==> config.mk <==
export PLATFORM = sky130hd
export DESIGN_NAME = edl_top
export DESIGN_NICKNAME = d
export VERILOG_FILES = /design/src/design/edl_pkg.sv /design/src/design/edl_top.sv
export VERILOG_INCLUDE_DIRS = /design/src /design/src/design
export SDC_FILE = /design/constraint.sdc
export NUM_CORES = 1
export LEC_CHECK = 0
export BUFFER_PORTS_ARGS = -buffer_cell sky130_fd_sc_hd__buf_2
export CAP_MARGIN = 40
export CORE_MARGIN = 10
export CORE_UTILIZATION = 40
export DETAILED_ROUTE_END_ITERATION = 10
export REMOVE_ABC_BUFFERS = 1
export SETUP_SLACK_MARGIN = 0.4
export SLEW_MARGIN = 20
export SYNTH_ARGS = -nofsm -noshare
export SYNTH_HDL_FRONTEND = slang
export SYNTH_SLANG_ARGS = --single-unit
==> constraint.sdc <==
create_clock -name clk -period 1.9 [get_ports clk]
set_input_delay 0.38 -clock clk [delete_from_list [all_inputs] [get_ports clk]]
set_output_delay 0.38 -clock clk [all_outputs]
set_load 0.1 [all_outputs]
==> src/design/edl_map.svh <==
`ifndef EDL_MAP_SVH
`define EDL_MAP_SVH
// Register word addresses
`define EDL_ADDR_CTRL_A 6'h06
`define EDL_ADDR_CTRL_B 6'h07
`define EDL_ADDR_SYNTH_INT 6'h0f
`define EDL_ADDR_SYNTH_FRAC 6'h10
`define EDL_ADDR_TX_LEVEL 6'h12
`define EDL_ADDR_IRQ_STATUS 6'h24
`define EDL_ADDR_RX_LATCH 6'h2d
`define EDL_ADDR_STREAM_TUNE 6'h38
// Field positions
`define EDL_SEQ_LSB 0
`define EDL_ALGO_LSB 4
`define EDL_CMPL_EN_BIT 10
`define EDL_STREAM_EN_BIT 5
`define EDL_BUSY_BIT 1
`define EDL_CMPL_BIT 5
`define EDL_POWER_LSB 8
// Field codes
`define EDL_SEQ_MEASURE 2'h1
`define EDL_ALGO_ENERGY 2'h2
// Reset values
`define EDL_RST_TX_LEVEL 16'h00bc
`define EDL_RST_STREAM_TUNE 16'h0008
`define EDL_RST_ZERO 16'h0000
// Timing
`define EDL_CLK_MHZ 25
`define EDL_WARM_US 144
`define EDL_SYMBOL_US 16
`define EDL_AVG_SYMBOLS 8
`define EDL_WARM_CYC (`EDL_WARM_US * `EDL_CLK_MHZ)
`define EDL_SYMBOL_CYC (`EDL_SYMBOL_US * `EDL_CLK_MHZ)
`endif

==> src/design/edl_pkg.sv <==
`default_nettype none
package edl_pkg;
  typedef enum logic [1:0] {
    EDL_IDLE,
    EDL_WARM,
    EDL_AVERAGE,
    EDL_DONE
  } edl_state_t;
  // One finished packet report from the receive path
  typedef struct packed {
    logic [7:0] quality;
    logic [6:0] length;
  } edl_rx_report_t;
  // Register port request
  typedef struct packed {
    logic wr;
    logic rd;
    logic [5:0] addr;
    logic [15:0] wdata;
  } edl_reg_req_t;
endpackage
`default_nettype wire

==> src/design/edl_top.sv <==
// Behaviour
// Warm 144 us, then average eight symbols
// Energy mode stores average, no threshold compare
// Busy-channel flag untouched by energy detect
// Completion sets status bit 5
// Interrupt only when control bit 10 set
// Algorithm field 10 selects energy detect
// Host selects sequence 1, holds enable high
// Host lowers enable before configuring
// Host programs channel before measuring
// Host reads result, then lowers enable
// Host clears streaming bit before measuring
// Streaming kept: host writes 0x01ff first
// Host restores 0x0008 before receiving
// Packet quality lands in result bits 15:8
// Quality read together with length latch
// Result is half-dBm unsigned magnitude
// Host scales quality to 0..255
// Host programs integer and fraction dividers
// Level register: four fields, resets 0xbc
// Host keeps low nibble at 0xc
// Status read clears set flags
`include "edl_map.svh"
`timescale 1ns/10ps
`default_nettype none
module edl_top #(
  parameter int unsigned WARM_CYC = `EDL_WARM_CYC,
  parameter int unsigned SYMBOL_CYC = `EDL_SYMBOL_CYC,
  parameter int unsigned AVG_SYMBOLS = `EDL_AVG_SYMBOLS
) (
  input wire logic clk,
  input wire logic rst_n,
  input wire edl_pkg::edl_reg_req_t reg_req,
  output logic [15:0] reg_rdata,
  output logic reg_rvalid,
  input wire logic sequence_enable_pin,
  input wire logic [7:0] power_sample,
  input wire logic rx_report_valid,
  input wire edl_pkg::edl_rx_report_t rx_report,
  output logic rx_on,
  output logic irq_n,
  output logic [7:0] synth_int_value,
  output logic [15:0] synth_frac_value,
  output logic [1:0] level_coarse,
  output logic [1:0] level_fine,
  output logic [1:0] drive_coarse,
  output logic [1:0] drive_fine,
  output logic stream_enable,
  output logic [15:0] stream_tune
);
  import edl_pkg::*;

  // ************************************************************
  // Register storage
  // ************************************************************
  logic [15:0] ctrl_a_q;
  logic [15:0] ctrl_b_q;
  logic [15:0] synth_int_q;
  logic [15:0] synth_frac_q;
  logic [15:0] tx_level_q;
  logic [15:0] tune_q;
  logic cmpl_q;
  logic busy_q;
  logic [7:0] power_q;
  logic [6:0] length_q;
  edl_state_t state_q;
  logic [11:0] cnt_q;
  logic [3:0] sym_q;
  logic [10:0] sum_q;
  logic meas_done;
  logic status_rd;

  assign status_rd = reg_req.rd && (reg_req.addr == `EDL_ADDR_IRQ_STATUS);

  // Host writes; registers the host may keep streaming or tuning at will
  always_ff @(posedge clk) begin
    if (!rst_n) begin
      ctrl_a_q <= `EDL_RST_ZERO;
      ctrl_b_q <= `EDL_RST_ZERO;
      synth_int_q <= `EDL_RST_ZERO;
      synth_frac_q <= `EDL_RST_ZERO;
      tx_level_q <= `EDL_RST_TX_LEVEL;
      tune_q <= `EDL_RST_STREAM_TUNE;
    end else if (reg_req.wr) begin
      unique case (reg_req.addr)
        `EDL_ADDR_CTRL_A: ctrl_a_q <= reg_req.wdata;
        `EDL_ADDR_CTRL_B: ctrl_b_q <= reg_req.wdata;
        `EDL_ADDR_SYNTH_INT: synth_int_q <= {8'h00, reg_req.wdata[7:0]};
        `EDL_ADDR_SYNTH_FRAC: synth_frac_q <= reg_req.wdata;
        `EDL_ADDR_TX_LEVEL: tx_level_q <= {8'h00, reg_req.wdata[7:0]};
        `EDL_ADDR_STREAM_TUNE: tune_q <= reg_req.wdata;
        default: ;
      endcase
    end
  end

  // ************************************************************
  // Measurement sequencer
  // ************************************************************
  logic start_ok;
  // Only the energy-detect algorithm runs here; other codes leave it idle
  assign start_ok = sequence_enable_pin
                    && (ctrl_a_q[`EDL_SEQ_LSB +: 2] == `EDL_SEQ_MEASURE)
                    && (ctrl_a_q[`EDL_ALGO_LSB +: 2] == `EDL_ALGO_ENERGY);
  assign meas_done = (state_q == EDL_AVERAGE) && (cnt_q == 12'(SYMBOL_CYC - 1))
                     && (sym_q == 4'(AVG_SYMBOLS - 1));

  // Dropping the enable pin aborts at any point, so a stale run never reports
  always_ff @(posedge clk) begin
    if (!rst_n) begin
      state_q <= EDL_IDLE;
      cnt_q <= 12'h000;
      sym_q <= 4'h0;
      sum_q <= 11'h000;
    end else if (!sequence_enable_pin) begin
      state_q <= EDL_IDLE;
      cnt_q <= 12'h000;
    end else begin
      unique case (state_q)
        EDL_IDLE: begin
          cnt_q <= 12'h000;
          if (start_ok) begin
            state_q <= EDL_WARM;
          end
        end
        EDL_WARM: begin
          if (cnt_q == 12'(WARM_CYC - 1)) begin
            state_q <= EDL_AVERAGE;
            cnt_q <= 12'h000;
            sym_q <= 4'h0;
            sum_q <= 11'h000;
          end else begin
            cnt_q <= cnt_q + 12'h001;
          end
        end
        EDL_AVERAGE: begin
          // One sample per symbol period keeps the adder narrow
          if (cnt_q == 12'(SYMBOL_CYC - 1)) begin
            cnt_q <= 12'h000;
            sum_q <= sum_q + {3'h0, power_sample};
            sym_q <= sym_q + 4'h1;
            if (meas_done) begin
              state_q <= EDL_DONE;
            end
          end else begin
            cnt_q <= cnt_q + 12'h001;
          end
        end
        EDL_DONE: ;
      endcase
    end
  end

  // Receiver held on from warm-up through the averaging window
  // Start only counts from idle, else the receiver would stay on after the result
  always_ff @(posedge clk) begin
    if (!rst_n) begin
      rx_on <= 1'b0;
    end else begin
      rx_on <= sequence_enable_pin && ((state_q == EDL_IDLE && start_ok) || state_q == EDL_WARM
               || (state_q == EDL_AVERAGE && !meas_done));
    end
  end

  // ************************************************************
  // Result latch and status
  // ************************************************************
  logic [10:0] final_sum;
  assign final_sum = sum_q + {3'h0, power_sample};

  // Energy average or packet quality share one field; no threshold compare
  always_ff @(posedge clk) begin
    if (!rst_n) begin
      power_q <= 8'h00;
      length_q <= 7'h00;
    end else if (meas_done && sequence_enable_pin) begin
      power_q <= final_sum[10:3];
    end else if (rx_report_valid) begin
      power_q <= rx_report.quality;
      length_q <= rx_report.length;
    end
  end

  // Completion is sticky; a new completion beats a clearing read
  always_ff @(posedge clk) begin
    if (!rst_n) begin
      cmpl_q <= 1'b0;
    end else if (meas_done && sequence_enable_pin) begin
      cmpl_q <= 1'b1;
    end else if (status_rd) begin
      cmpl_q <= 1'b0;
    end
  end

  // Busy flag belongs to threshold assessment, which is not built here
  always_ff @(posedge clk) begin
    if (!rst_n) begin
      busy_q <= 1'b0;
    end else if (status_rd) begin
      busy_q <= 1'b0;
    end
  end

  // Interrupt line, active low, gated by the completion enable
  always_ff @(posedge clk) begin
    if (!rst_n) begin
      irq_n <= 1'b1;
    end else begin
      irq_n <= !((cmpl_q || (meas_done && sequence_enable_pin))
                 && ctrl_a_q[`EDL_CMPL_EN_BIT]
                 && !(status_rd && !(meas_done && sequence_enable_pin)));
    end
  end

  // ************************************************************
  // Read port
  // ************************************************************
  logic [15:0] rd_mux;
  always_comb begin
    rd_mux = 16'h0000;
    unique case (reg_req.addr)
      `EDL_ADDR_CTRL_A: rd_mux = ctrl_a_q;
      `EDL_ADDR_CTRL_B: rd_mux = ctrl_b_q;
      `EDL_ADDR_SYNTH_INT: rd_mux = synth_int_q;
      `EDL_ADDR_SYNTH_FRAC: rd_mux = synth_frac_q;
      `EDL_ADDR_TX_LEVEL: rd_mux = tx_level_q;
      `EDL_ADDR_STREAM_TUNE: rd_mux = tune_q;
      `EDL_ADDR_IRQ_STATUS: begin
        rd_mux[`EDL_CMPL_BIT] = cmpl_q;
        rd_mux[`EDL_BUSY_BIT] = busy_q;
      end
      // Quality and length come back in one word
      `EDL_ADDR_RX_LATCH: rd_mux = {power_q, 1'b0, length_q};
      default: rd_mux = 16'h0000;
    endcase
  end

  // Read data one cycle after the strobe; unmapped words read zero
  always_ff @(posedge clk) begin
    if (!rst_n) begin
      reg_rdata <= 16'h0000;
      reg_rvalid <= 1'b0;
    end else begin
      reg_rvalid <= reg_req.rd;
      if (reg_req.rd) begin
        reg_rdata <= rd_mux;
      end
    end
  end

  // ************************************************************
  // Tuning outputs
  // ************************************************************
  always_ff @(posedge clk) begin
    if (!rst_n) begin
      synth_int_value <= 8'h00;
      synth_frac_value <= 16'h0000;
      {level_coarse, level_fine, drive_coarse, drive_fine} <= 8'hbc;
      stream_enable <= 1'b0;
      stream_tune <= `EDL_RST_STREAM_TUNE;
    end else begin
      synth_int_value <= synth_int_q[7:0];
      synth_frac_value <= synth_frac_q;
      {level_coarse, level_fine, drive_coarse, drive_fine} <= tx_level_q[7:0];
      stream_enable <= ctrl_b_q[`EDL_STREAM_EN_BIT];
      stream_tune <= tune_q;
    end
  end
endmodule
`default_nettype wire

==> flow_summary.yaml <==
finish:
  fin_util_pct: 55.9
  stdcell_count: 1359
  nets: 1147
  nFillCells: 1798
  area_delta_synth_final_pct: 37.7
  postLayoutCellArea_sq_um: 10900
  drive_gt1_share_pct: 32.7
hold_path:
  hp-start: "rx_report[4]"
  whs_endpoint: "length_q[4]"
  hp-class: "input port to register"
  hold_path_depth: 3
routing:
  ant_nets: 0
  finalWirelength_um: 23300
  drtIter0Drc: 538
  routedWlPerCell_um: 17.2
  vias_per_cell: 5.27
  drc: 0
  drt_first_pass_iters: 6
  vias: 7160
sta:
  setup_violations: 17
  period_share_pct: 107
  setup_ws_ns: -0.124
  maxSlewHeadroom_pct: 65.5
  report.final.slew_viol_count: 0
  grt_setup_unrepaired: "yes"
  tightest_slew_ns: 0.515
  hold_viol: 0
  skew_ns: 0.00881
  fmax_mhz: 494
  min_period_ns: 2.02
yosys:
  yosysTopAreaCellShare_pct: 48.9
  synthFlopType: "dfxtp_1"
  synthTopCellsByArea: "dfxtp_1, nand2_1, a21oi_1"
  ys_warn_count: 0
  synthCells: 870
  synthMostInstantiatedCell: "dfxtp_1"
  synth_top_cell_by_area: "dfxtp_1"
  synth_common_cells: "dfxtp_1, nand2_1, a21oi_1, nand3_1, nor2_1"
  synthArstFlopShare_pct: 0
  ys_ff_latch: 193
  syn_area_sq_um: 7900
  synth_edf_count: 0
  yosysSeqAreaShare_pct: 48.9
  synth_area_per_cell_sq_um: 9.08
  synth_cell_type_count: 69
critical_path:
  arrival_ns: 2.39
  r2r-end: "sum_q[2]"
  r2r_setup_slack_ns: -0.12
  cp_data_required_time_ns: 2.27
  cp_max_fo: 8
  worstReg2RegStart: "cnt_q[0]"
  endpoint_kind: "register"
  crit_type: "register to register"
  startpoint_type: "register"
  rr_worst_depth: 7
floorplanning:
  ios: 119
  initial_core_util_pct: 40.6
  die_w_um: 161
  rows: 51
  dieArea_sq_um: 25800
  die_h_um: 161
  core_area_sq_um: 19500
placed_design:
  dpl.cell_count: 1312
  numPortBuffers: 118
  hpwl_um: 16700
  dpl-instance-area_sq_um: 9560
  pre_cts_ws_ns: -0.266
  place_congestion: 0.849
pwr:
  clockPowerShare_pct: 43.3
  leakagePower_uw: 0.00459
  max-vdd-ir-drop_mv: 0.792
  switchingPower_uw: 2020
  power.share.sequential_pct: 51.1
  p_int_uw: 5980
  comb_power_share_pct: 5.6
  p_sw_share_pct: 25.2
  power.density_nw_per_um2: 735
clock_network:
  cts_root_buffer: "clkbuf_16"
  clk_path_buf_depth: 2
  htreeDepth: 4
  clk_pin_slew_ns: 0.07
  cts-buffers-inserted: 17
  cts.sinks: 193
  clk_latency_ns: 0.43
  cts_tree: "yes"
  hold_buffers: 0
run:
  drv_cap: 0
global_route:
  grt_max_degree: 59
  grt-ovfl-total: 0
  first_global_vias: 7033
  grt_usage_pct: 17.5
  antenna_found_initial: 2
  grt_pass1_wl_um: 37100
run_status:
  status: "complete, but fails checks"
  failed_checks: "setup timing"
==> cells in the final DEF, fill, tap and decap left out, types with 18 or more instances in the layout <==
cell type and count:
a21oi_1 64, dfxtp_1 185, nand3_1 47, buf_2 49, nor2_1 47, mux2i_1 31, clkbuf_16 18, nand2_1 134
buf_4 158, a22oi_1 28, buf_6 26, and2_1 49
==> critical path: stages, from the launching register on <==
cell	delay, ns
dfxtp_2	0.36
ha_4	0.14
nor3b_2	0.15
buf_4	0.13
nand2_1	0.05
or4b_4	0.61
or3b_4	0.40
a21oi_2	0.13
==> how the worst max path moves through the flow <==
stage | startpoint | end | cells after the start
2_1_floorplan | reg_req[17] | synth_frac_q[0] | 5
3_3_place_gp | power_sample[0] | sum_q[6] | 8
3_5_place_dp | power_sample[0] | sum_q[6] | 8
4_1_cts | cnt_q[7] | sum_q[2] | 5
5_1_grt | sym_q[0] | state_q[1] | 7
6_report | cnt_q[0] | sum_q[2] | 7
==> routing by layer <==
layer | up-vias | share of wire, % | track usage (%) | routed length (um)
met5 | - | 0.056 | 0 | 13
met4 | 2 | 1.5 | 5.76 | 350
met3 | 29 | 6.5 | 4.17 | 1510
met2 | 217 | 49 | 28.4 | 11300
met1 | 3406 | 43 | 22.3 | 10100
li1 | 3506 | - | - | -
==> logic make-up (layout without fill, tap and decap cells) <==
| kind of cell | count (synthesis) | in the layout | share of synthesized area, % |
|---|---|---|---|
| simple gates | 359 | 359 | 22.8 |
| flops | 193 | 193 | 48.9 |
| compound gates | 189 | 189 | 16.6 |
| xor+xnor | 16 | 16 | 1.77 |
| buf+inv | 65 | 288 | 3.25 |
| fa+ha+maj | 16 | 16 | 2.63 |
| other cells | 0 | 1 | 0 |
| mux | 32 | 32 | 4.07 |
==> power groups by stage <==
stage | sequential (uW) | clock, uW | combinational, uW
2_1_floorplan | 4200 | 0 | 137
3_3_place_gp | 4180 | 0 | 410
3_5_place_dp | 4180 | 0 | 413
4_1_cts | 4090 | 3530 | 421
5_1_grt | 4090 | 3710 | 481
6_report | 4090 | 3460 | 445
==> registers in the layout, indices dropped and copies added, names as in the netlist, 12 cells and up <==
signal / cells
reg_rdata: 16
synth_frac_q: 16
synth_frac_value: 16
stream_tune: 16
cnt_q: 12
tune_q: 16
ctrl_b_q: 16
ctrl_a_q: 16
==> layout make-up <==
type	count	area (sq um)	share of cell area [%]
multi-input cells	612	4110	37.8
flip-flops and latches	193	3870	35.6
repair buffers	244	1940	17.9
clock buffers	17	425	3.91
well taps	265	332	3.05
clock inverters	15	149	1.37
inverters	12	45.0	0.414
diodes	1	2.50	0.0230
==> through the flow <==
stage | hold WS (ns) | total power (uW) | TNS (ns)
6_report | 0.206 | 8000 | -0.815
5_1_grt | 0.201 | 8280 | -3.13
4_1_cts | 0.199 | 8040 | -0.377
3_5_place_dp | 0.416 | 4600 | -5.85
3_3_place_gp | 0.422 | 4590 | -5.32
2_1_floorplan | 0.371 | 4340 | -68.62
==> timing repair <==
action / 4_1_cts / 5_1_grt
gates resized for setup: 109 / 70
setup endpoints to repair: 139 / 93
pin swaps: 20 / 38
cloned: 0 / 1
endpoints found under the hold margin: 0 / 0
setup buffers: 7 / 6
Power figures use the tool's default switching activity.
